File: src/inc/char_disp_pkg.sv
package char_disp_pkg;

   localparam int DATA_W = 8;
   localparam int DD_AW  = 7;
   localparam int CG_AW  = 6;
   localparam int ADDR_W = 8;

   // apb byte offsets
   localparam logic [ADDR_W-1:0] INSTR_OFS  = 8'h00;
   localparam logic [ADDR_W-1:0] DATA_OFS   = 8'h04;
   localparam logic [ADDR_W-1:0] STATUS_OFS = 8'h08;
   localparam logic [ADDR_W-1:0] SHIFT_OFS  = 8'h0C;

   localparam logic [DATA_W-1:0] SPACE_CODE = 8'h20;
   localparam logic [DATA_W-1:0] GLYPH_FILL = 8'h00;
   localparam logic [DD_AW-1:0]  DD_HOME    = 7'h00;
   localparam logic [DD_AW-1:0]  SHIFT_NONE = 7'h00;

   // instruction opcode bits, highest set bit selects the instruction
   localparam int OP_DD_SET_BIT = 7;
   localparam int OP_CG_SET_BIT = 6;
   localparam int OP_FUNC_BIT   = 5;
   localparam int OP_SHIFT_BIT  = 4;
   localparam int OP_DISP_BIT   = 3;
   localparam int OP_ENTRY_BIT  = 2;
   localparam int OP_HOME_BIT   = 1;
   localparam int OP_CLEAR_BIT  = 0;

   // instruction field positions
   localparam int ENTRY_ID_BIT = 1;
   localparam int ENTRY_S_BIT  = 0;
   localparam int DISP_D_BIT   = 2;
   localparam int DISP_C_BIT   = 1;
   localparam int DISP_B_BIT   = 0;
   localparam int FUNC_DL_BIT  = 4;
   localparam int FUNC_N_BIT   = 3;
   localparam int FUNC_BR_LSB  = 0;
   localparam int SHIFT_SC_BIT = 3;
   localparam int SHIFT_RL_BIT = 2;
   localparam int BUSY_BIT     = 7;

   // reset values
   localparam logic       RST_DISPLAY_ON = 1'b0;
   localparam logic       RST_CURSOR_ON  = 1'b0;
   localparam logic       RST_BLINK_ON   = 1'b0;
   localparam logic       RST_INCREMENT  = 1'b1;
   localparam logic       RST_SHIFT_EN   = 1'b0;
   localparam logic       RST_WIDTH_8BIT = 1'b1;
   localparam logic       RST_TWO_LINES  = 1'b1;
   localparam logic [1:0] RST_LUMINANCE  = 2'h0;

   typedef enum logic [1:0] {
      MODE_PAR_RW_EN = 2'b00,
      MODE_PAR_WR_RD = 2'b01,
      MODE_SERIAL    = 2'b10
   } host_mode_e;

   typedef enum logic {
      TGT_DISPLAY = 1'b0,
      TGT_GLYPH   = 1'b1
   } target_e;

   typedef struct packed {
      host_mode_e host_mode;
      target_e    target;
      logic [1:0] luminance_level;
      logic       line_count_select;
      logic       bus_width_select;
      logic       shift_enable;
      logic       increment_select;
      logic       blink_on;
      logic       cursor_on;
      logic       display_on;
   } disp_cfg_s;

   typedef struct packed {
      logic              psel;
      logic              penable;
      logic              pwrite;
      logic [ADDR_W-1:0] paddr;
      logic [31:0]       pwdata;
   } apb_req_s;

   typedef struct packed {
      logic [31:0] prdata;
      logic        pready;
      logic        pslverr;
   } apb_rsp_s;

endpackage : char_disp_pkg

File: src/rtl/char_ram.sv
`timescale 1ns/1ps
module char_ram
   import char_disp_pkg::*;
#(
   parameter int              AW   = 7,
   parameter logic [DATA_W-1:0] FILL = 8'h20
) (
   input  wire logic              clk_i,
   input  wire logic              rst_b_i,
   input  wire logic              clear_i,
   input  wire logic              we_i,
   input  wire logic [AW-1:0]     addr_i,
   input  wire logic [DATA_W-1:0] wdata_i,
   output logic      [DATA_W-1:0] rdata_o
);

   localparam int DEPTH = 2 ** AW;

   typedef struct packed {
      logic [DEPTH-1:0] valid;
   } ram_state_s;

   ram_state_s        s_q;
   ram_state_s        s_d;
   logic [DATA_W-1:0] mem [DEPTH];

   // per-word valid flags give an instant fill without a sweep of the array
   always_comb begin
      s_d = s_q;
      if (clear_i) begin
         s_d.valid = '0;
      end
      if (we_i) begin
         s_d.valid[addr_i] = 1'b1;
      end
   end

   always_ff @(posedge clk_i or negedge rst_b_i) begin
      if (!rst_b_i) begin
         s_q <= '0;
      end else begin
         s_q <= s_d;
      end
   end

   always_ff @(posedge clk_i) begin
      if (we_i) begin
         mem[addr_i] <= wdata_i;
      end
   end

   assign rdata_o = s_q.valid[addr_i] ? mem[addr_i] : FILL;

endmodule : char_ram

File: src/rtl/apb_port.sv
`timescale 1ns/1ps
module apb_port
   import char_disp_pkg::*;
(
   input  wire logic        clk_i,
   input  wire logic        rst_b_i,
   input  apb_req_s         req_i,
   input  wire logic [31:0] rd_word_i,
   input  wire logic        mapped_i,
   output apb_rsp_s         rsp_o,
   output logic             wr_stb_o,
   output logic             rd_stb_o
);

   apb_rsp_s s_q;
   apb_rsp_s s_d;
   logic     done;

   // answer always one cycle after setup: no wait states
   assign done = req_i.psel & req_i.penable & s_q.pready;

   always_comb begin
      s_d = s_q;
      if (req_i.psel && !req_i.penable) begin
         s_d.pready  = 1'b1;
         s_d.pslverr = !mapped_i;
         s_d.prdata  = req_i.pwrite ? 32'h0000_0000 : rd_word_i;
      end else if (done) begin
         s_d.pready  = 1'b0;
         s_d.pslverr = 1'b0;
      end
   end

   always_ff @(posedge clk_i or negedge rst_b_i) begin
      if (!rst_b_i) begin
         s_q <= '0;
      end else begin
         s_q <= s_d;
      end
   end

   // erroring transfers have no side effect
   assign wr_stb_o = done & req_i.pwrite & !s_q.pslverr;
   assign rd_stb_o = done & !req_i.pwrite & !s_q.pslverr;
   assign rsp_o    = s_q;

endmodule : apb_port

File: src/rtl/char_disp_core.sv
// Contract
// data write stores byte at counter
// write target is last address-set kind; a cursor/display shift instruction also selects display ram
// after write step counter, maybe shift
// data read returns byte at counter
// read source is last address-set kind; a cursor/display shift instruction also selects display ram
// after read step counter, maybe shift
// host sets address before reading data
// reset fills display ram with spaces
// reset counter zero, display ram target
// reset restores unshifted display mapping
// reset increments on, shifting off
// reset display, cursor, blink off
// reset eight-bit, two lines, full brightness
// host mode from jumpers, default parallel
// counter seven or six bits wide
// direction: decrement right, increment left
// busy flag always reads zero
//
// Design decisions made here: the register addresses and register access over APB.
`timescale 1ns/1ps
module char_disp_core
   import char_disp_pkg::*;
(
   input  wire logic              CLK_I,
   input  wire logic              RST_B_I,
   input  apb_req_s               APB_I,
   input  wire logic [1:0]        JUMPER_I,
   output apb_rsp_s               APB_O,
   output disp_cfg_s              DISP_CFG_O,
   output logic      [DD_AW-1:0]  CURSOR_ADDR_O,
   output logic      [DD_AW-1:0]  SHIFT_OFS_O
);

   typedef struct packed {
      disp_cfg_s        cfg;
      logic [DD_AW-1:0] ac;
      logic [DD_AW-1:0] shift_ofs;
      logic             strap_done;
   } core_state_s;

   core_state_s       s_q;
   core_state_s       s_d;
   logic              wr_stb;
   logic              rd_stb;
   logic              mapped;
   logic [31:0]       rd_word;
   logic [DATA_W-1:0] dd_rdata;
   logic [DATA_W-1:0] cg_rdata;
   logic [DATA_W-1:0] ram_byte;
   logic              dd_we;
   logic              cg_we;
   logic              dd_clear;
   logic [DATA_W-1:0] wbyte;
   logic              data_acc;

   // counter wraps at the width of the target
   function automatic logic [DD_AW-1:0] step_ac(input logic [DD_AW-1:0] ac,
                                                input logic             incr,
                                                input target_e          tgt);
      logic [DD_AW-1:0] nxt;
      nxt = incr ? ac + 7'h01 : ac - 7'h01;
      if (tgt == TGT_GLYPH) begin
         nxt[DD_AW-1] = 1'b0;
      end
      return nxt;
   endfunction : step_ac

   // left shift moves offset up, right shift down
   function automatic logic [DD_AW-1:0] shift_step(input logic [DD_AW-1:0] ofs,
                                                   input logic             left);
      return left ? ofs + 7'h01 : ofs - 7'h01;
   endfunction : shift_step

   // illegal jumper code falls back to factory mode
   function automatic host_mode_e decode_mode(input logic [1:0] j);
      host_mode_e m;
      unique case (j)
         2'b00:   m = MODE_PAR_RW_EN;
         2'b01:   m = MODE_PAR_WR_RD;
         2'b10:   m = MODE_SERIAL;
         default: m = MODE_PAR_RW_EN;
      endcase
      return m;
   endfunction : decode_mode

   apb_port u_apb (
      .clk_i     (CLK_I),
      .rst_b_i   (RST_B_I),
      .req_i     (APB_I),
      .rd_word_i (rd_word),
      .mapped_i  (mapped),
      .rsp_o     (APB_O),
      .wr_stb_o  (wr_stb),
      .rd_stb_o  (rd_stb)
   );

   // cleared words read back as space
   char_ram #(.AW(DD_AW), .FILL(SPACE_CODE)) u_dd_ram (
      .clk_i   (CLK_I),
      .rst_b_i (RST_B_I),
      .clear_i (dd_clear),
      .we_i    (dd_we),
      .addr_i  (s_q.ac),
      .wdata_i (wbyte),
      .rdata_o (dd_rdata)
   );

   char_ram #(.AW(CG_AW), .FILL(GLYPH_FILL)) u_cg_ram (
      .clk_i   (CLK_I),
      .rst_b_i (RST_B_I),
      .clear_i (1'b0),
      .we_i    (cg_we),
      .addr_i  (s_q.ac[CG_AW-1:0]),
      .wdata_i (wbyte),
      .rdata_o (cg_rdata)
   );

   assign wbyte = APB_I.pwdata[DATA_W-1:0];
   // read source follows last address set; a shift instruction selects display ram
   assign ram_byte = (s_q.cfg.target == TGT_GLYPH) ? cg_rdata : dd_rdata;
   assign data_acc = (wr_stb || rd_stb) && APB_I.paddr == DATA_OFS;

   always_comb begin
      rd_word = 32'h0000_0000;
      mapped  = 1'b1;
      unique case (APB_I.paddr)
         // busy flag fixed at zero
         INSTR_OFS:  rd_word[DATA_W-1:0] = {1'b0, s_q.ac};
         // byte at counter onto read data
         DATA_OFS:   rd_word[DATA_W-1:0] = ram_byte;
         STATUS_OFS: rd_word[$bits(disp_cfg_s)-1:0] = s_q.cfg;
         SHIFT_OFS:  rd_word[DD_AW-1:0] = s_q.shift_ofs;
         default:    mapped = 1'b0;
      endcase
   end

   always_comb begin
      s_d      = s_q;
      dd_we    = 1'b0;
      cg_we    = 1'b0;
      dd_clear = 1'b0;
      // strap caught once, after reset release
      if (!s_q.strap_done) begin
         s_d.strap_done    = 1'b1;
         s_d.cfg.host_mode = decode_mode(JUMPER_I);
      end
      if (wr_stb && APB_I.paddr == INSTR_OFS) begin
         if (wbyte[OP_DD_SET_BIT]) begin
            s_d.ac         = wbyte[DD_AW-1:0];
            s_d.cfg.target = TGT_DISPLAY;
         end else if (wbyte[OP_CG_SET_BIT]) begin
            s_d.ac         = {1'b0, wbyte[CG_AW-1:0]};
            s_d.cfg.target = TGT_GLYPH;
         end else if (wbyte[OP_FUNC_BIT]) begin
            s_d.cfg.bus_width_select  = wbyte[FUNC_DL_BIT];
            s_d.cfg.line_count_select = wbyte[FUNC_N_BIT];
            s_d.cfg.luminance_level   = wbyte[FUNC_BR_LSB+:2];
         end else if (wbyte[OP_SHIFT_BIT]) begin
            // cursor moves always address display ram afterwards
            s_d.cfg.target = TGT_DISPLAY;
            s_d.ac = step_ac(s_q.ac, wbyte[SHIFT_RL_BIT], TGT_DISPLAY);
            if (wbyte[SHIFT_SC_BIT]) begin
               s_d.shift_ofs = shift_step(s_q.shift_ofs, !wbyte[SHIFT_RL_BIT]);
            end
         end else if (wbyte[OP_DISP_BIT]) begin
            s_d.cfg.display_on = wbyte[DISP_D_BIT];
            s_d.cfg.cursor_on  = wbyte[DISP_C_BIT];
            s_d.cfg.blink_on   = wbyte[DISP_B_BIT];
         end else if (wbyte[OP_ENTRY_BIT]) begin
            s_d.cfg.increment_select = wbyte[ENTRY_ID_BIT];
            s_d.cfg.shift_enable     = wbyte[ENTRY_S_BIT];
         end else if (wbyte[OP_HOME_BIT] || wbyte[OP_CLEAR_BIT]) begin
            s_d.ac         = DD_HOME;
            s_d.cfg.target = TGT_DISPLAY;
            s_d.shift_ofs  = SHIFT_NONE;
            if (!wbyte[OP_HOME_BIT]) begin
               dd_clear                 = 1'b1;
               s_d.cfg.increment_select = RST_INCREMENT;
            end
         end
      end
      if (data_acc) begin
         // store byte at the counter
         if (wr_stb) begin
            // write target from last address set; a shift instruction selects display ram
            dd_we = (s_q.cfg.target == TGT_DISPLAY);
            cg_we = (s_q.cfg.target == TGT_GLYPH);
         end
         // step counter after access
         s_d.ac = step_ac(s_q.ac, s_q.cfg.increment_select, s_q.cfg.target);
         // display shift only when display ram is touched
         if (s_q.cfg.shift_enable && s_q.cfg.target == TGT_DISPLAY) begin
            s_d.shift_ofs = shift_step(s_q.shift_ofs, s_q.cfg.increment_select);
         end
      end
   end

   always_ff @(posedge CLK_I or negedge RST_B_I) begin
      if (!RST_B_I) begin
         // counter home, display target, unshifted
         s_q.ac                    <= DD_HOME;
         s_q.shift_ofs             <= SHIFT_NONE;
         s_q.cfg.target            <= TGT_DISPLAY;
         s_q.cfg.host_mode         <= MODE_PAR_RW_EN;
         // entry mode defaults
         s_q.cfg.increment_select  <= RST_INCREMENT;
         s_q.cfg.shift_enable      <= RST_SHIFT_EN;
         // display control defaults
         s_q.cfg.display_on        <= RST_DISPLAY_ON;
         s_q.cfg.cursor_on         <= RST_CURSOR_ON;
         s_q.cfg.blink_on          <= RST_BLINK_ON;
         // function set defaults
         s_q.cfg.bus_width_select  <= RST_WIDTH_8BIT;
         s_q.cfg.line_count_select <= RST_TWO_LINES;
         s_q.cfg.luminance_level   <= RST_LUMINANCE;
         s_q.strap_done            <= 1'b0;
      end else begin
         s_q <= s_d;
      end
   end

   assign DISP_CFG_O    = s_q.cfg;
   assign CURSOR_ADDR_O = s_q.ac;
   assign SHIFT_OFS_O   = s_q.shift_ofs;

   logic rd_setup;
   assign rd_setup = APB_I.psel && !APB_I.penable && !APB_I.pwrite;
endmodule : char_disp_core

File: config.mk
export PLATFORM = sky130hd
export DESIGN_NAME = char_disp_core
export DESIGN_NICKNAME = d
export VERILOG_FILES = /design/src/inc/char_disp_pkg.sv /design/src/rtl/char_ram.sv /design/src/rtl/apb_port.sv /design/src/rtl/char_disp_core.sv
export SDC_FILE = /design/constraint.sdc
export NUM_CORES = 2
export LEC_CHECK = 0
export BUFFER_PORTS_ARGS = -buffer_cell sky130_fd_sc_hd__buf_2
export CAP_MARGIN = 5
export CORE_UTILIZATION = 41
export CTS_CLUSTER_DIAMETER = 80
export DETAILED_ROUTE_END_ITERATION = 8
export PLACE_DENSITY = 0.54
export SYNTH_ARGS = -nofsm -noshare
export SYNTH_HDL_FRONTEND = slang
export SYNTH_HIERARCHICAL = 1
export SYNTH_SLANG_ARGS = --single-unit
File: constraint.sdc
create_clock -name CLK_I -period 6.4 [get_ports CLK_I]
set_input_delay 0 -clock CLK_I [delete_from_list [all_inputs] [get_ports CLK_I]]
set_output_delay 0 -clock CLK_I [all_outputs]
set_load 0.02 [all_outputs]
==> metrics.md <==
| Metric | Value |
|---|---|
| P_int | 19.0 mW |
| Clock latency on the worst-skew pair | 0.81 ns |
| Final Critical Period | 6.03 ns |
| Sequential-to-total area share from yosys stat | 73.0% |
| List of most frequent post-synthesis cells | edfxtp_1 (1,536), nor2_1 (376), o22ai_1 (280), dfrtp_1 (250), mux2i_1 (249) |
| Worst-path clk slew | 0.06 ns |
| Crit share post-route | 94.3% |
| Worst hold slack | 0.0717 ns |
| CTS root buf | clkbuf_16 |
| Remaining Overflow, GRT | 0 |
| Final ANT Viol Nets | 0 |
| Detailed placement HPWL | 118,000 um |
| Post-route design area | 0.0809 mm^2 |
| Core ar. | 0.174 mm^2 |
| H-tree depth | 4 |
| Initial DRT Pass Iterations | 6 |
| WP data required | 7.11 ns |
| Worst Slack Setup Final | 0.365 ns |
| PortBufs | 82 |
| Share of layout cells above drive strength 1 | 13.0% |
| Chip width | 421 um |
| Fillers | 15,132 |
| Critical Path Source Type | register |
| Setup TNS | 0 ns |
| Critical path arrival | 6.75 ns |
| Top FF cell, synth | edfxtp_1 |
| Reg-to-reg setup timing slack | 0.37 ns |
| Register area | 0.0525 mm^2 |
| Top Ports | 107 |
| Pins Over Slew Limit | 0 |
| RR Startpoint | CURSOR_ADDR_O[1]$_DFFE_PN0P_ |
| Reg2reg path depth | 16 |
| Num CTS Buffers | 183 |
| Final Hold Viols | 0 |
| # rows | 153 |
| Switching pwr | 5.23 mW |
| CTS max path bufs | 3 |
| Status | finished, final reports clean |
| CP max stage cell | dfrtp_4 |
| Wire per inst | 27.4 um |
| RR Endpoint | u_apb/rsp_o[5]$_DFFE_PN0P_ |
| Crit path cell chain | nor3b_4, buf_12, a22oi_1, nand3_1, a21oi_1, a311oi_1, a31oi_1, a22oi_1, mux2i_1, nor2_1, a21oi_1, a211oi_1, dlygate4sd3_1, nand2b_1, dlygate4sd3_1, o21ai_0 |
| Worst-margin pin slew | 1.15 ns |
| Placed Area | 0.0746 mm^2 |
| Die span in y | 421 um |
| PostCTS Resize Cnt | 0 |
| VDD IR max | 0.230 mV |
| Area of the die | 0.177 mm^2 |
| Initial Util | 41.3% |
| Critical path peak fanout | 38 |
| YS warnings | 6 |
| Crit. End Element | register |
| First-pass GRT wire length | 291,000 um |
| Area Growth Syn to Fin | 12.6% |
| Switching share of total power | 21.6% |
| Vias | 42,367 |
| DRC viols | 0 |
| TritonCTS clock tree | built |
| Synth top area share | 64.2% |
| Largest stage delay on the critical path | 0.98 ns |
| Seq pwr share | 52.4% |
| Vias per cell | 5.79 |
| Antenna violations before repair | 5 |
| Yosys cell types | 99 |
| Mapped Area | 0.0719 mm^2 |
| Clk_skew | 0.0251 ns |
| Combinational Power Share | 4.3% |
| Cell with the most instances after synthesis | edfxtp_1 |
| Cells after synthesis | 4,751 |
| Area leader, netlist | edfxtp_1 |
| DRC violation total after the first TritonRoute iteration | 4,181 |
| Number of synthesized flops with an enable pin | 1,536 |
| Pwr/cell area | 300 mW/mm^2 |
| CP Class | reg2reg |
| RSZ-0062 raised after global routing | false |
| Largest net degree at the start of global routing | 140 |
| Final #Nets | 4,896 |
| Vias in the first global route | 41,477 |
| Syn_area_per_cell | 15.1 um^2 |
| Clock sink total | 1,789 |
| Dpl ws | 1.47 ns |
| Final GP Congestion | 0.869 |
| Hold WC Path Type | in2reg |
| Clock Power Share | 43.3% |
| Synth top area cells | edfxtp_1 (64%), dfrtp_1 (8.7%), mux2i_1 (3.5%) |
| Worst Setup SP | CURSOR_ADDR_O[1]$_DFFE_PN0P_ |
| Gr usage total | 22.4% |
| Max-slew headroom | 23.0% |
| Ys async rst share | 14.1% |
| Setup-failing EPs final | 0 |
| Area of the multi-input gates | 0.0167 mm^2 |
| Synth Register Bits | 1,789 |
| Max_cap viols | 0 |
| Fmax | 166 MHz |
| Total wire length | 200,000 um |
| End point of the critical path | u_apb/rsp_o[5]$_DFFE_PN0P_ |
| Static Leak | 26.4 nW |
[flip-flops by register name, indices dropped and copies added, names as in the netlist, 7 cells and up]
register / flops
u_apb/rsp_o: 34
SHIFT_OFS_O: 7
u_cg_ram/s_q: 64
u_dd_ram/s_q: 128
u_dd_ram/mem: 1024
u_cg_ram/mem: 512
CURSOR_ADDR_O: 7
DISP_CFG_O: 12
[cells in the final DEF, fill, tap and decap left out, drive strengths merged, types with 125 or more instances in the layout]
cell type     n
edfxtp     1536
mux2i       249
o22ai       280
o21ai       125
a221oi      213
a21oi       206
clkbuf      260
nor2        378
a22oi       129
inv         212
nand2       178
buf         218
dfrtp       250
[repair_timing]
action                                 in CTS  in global routing
setup buffers                               0                  0
setup endpoints to repair                   0                  0
endpoints found under the hold margin     559                  0
hold buffers                               41                  0
[how the worst min path moves through the flow]
stage / startpoint / endpoint / depth (start not counted)
5_1_grt: APB_I[39] / CURSOR_ADDR_O[0]$_DFFE_PN0P_ / 6
3_3_place_gp: RST_B_I / u_apb/rsp_o[16]$_DFFE_PN0P_ / 1
2_1_floorplan: RST_B_I / CURSOR_ADDR_O[0]$_DFFE_PN0P_ / 0
4_1_cts: APB_I[39] / CURSOR_ADDR_O[5]$_DFFE_PN0P_ / 6
6_report: APB_I[39] / CURSOR_ADDR_O[5]$_DFFE_PN0P_ / 6
3_5_place_dp: RST_B_I / u_apb/rsp_o[16]$_DFFE_PN0P_ / 1
[area by class of cell]
type,count,share of cell area [%]
clock buffers,255,6.26
repair buffers,263,2.64
diodes,2,0.00619
clock inverters,81,0.983
inverters,208,0.968
flip-flops and latches,1789,64.8
well taps,2325,3.60
multi-input cells,2400,20.7
[worst max-delay path: cells and delay by family, from the launching register on]
family | cells | cell delay (ns)
and+or+nand+nor | 4 | 1.19
DFF | 1 | 0.98
buffers and inverters | 3 | 1.41
AOI/OAI and AO/OA | 8 | 1.96
muxes | 1 | 0.25
[routing by layer]
metal,vias up,routed length (um),GRT usage (%)
met5,-,16,0
met4,2,6690,7.69
met3,327,11800,3.28
met2,1483,95200,35.8
met1,21824,86700,31.4
li1,18731,-,-
[stage by stage]
stage                     total power [mW]  utilization [%]  std cells
after floorplan                       13.4                -       4771
after global placement                14.0             42.9       6944
after detailed placement              14.0             42.9       6944
after CTS                             24.5             46.5       7321
after global routing                  25.0             46.5       7321
final                                 24.3             46.5       7323
[cell families (layout without fill, tap and decap cells)]
group / after synthesis / count (layout) / share of synthesized area, %
flops: 1789 / 1789 / 73.0
simple gates: 812 / 812 / 5.29
buf+inv: 582 / 807 / 3.95
compound gates: 1208 / 1208 / 11.8
other cells: 2 / 24 / 0.0104
fa+ha+maj: 4 / 4 / 0.0696
mux: 346 / 346 / 5.83
xor+xnor: 8 / 8 / 0.0975
[power groups by stage]
stage	Clock (mW)	Sequential, mW	Combinational [mW]
after CTS	10.7	12.7	1.04
after global routing	11.2	12.7	1.10
after detailed placement	0	13.0	1.02
final	10.5	12.7	1.04
after global placement	0	13.0	1.01
after floorplan	0	13.0	0.456
No activity file was read; power rests on OpenSTA's default activity.
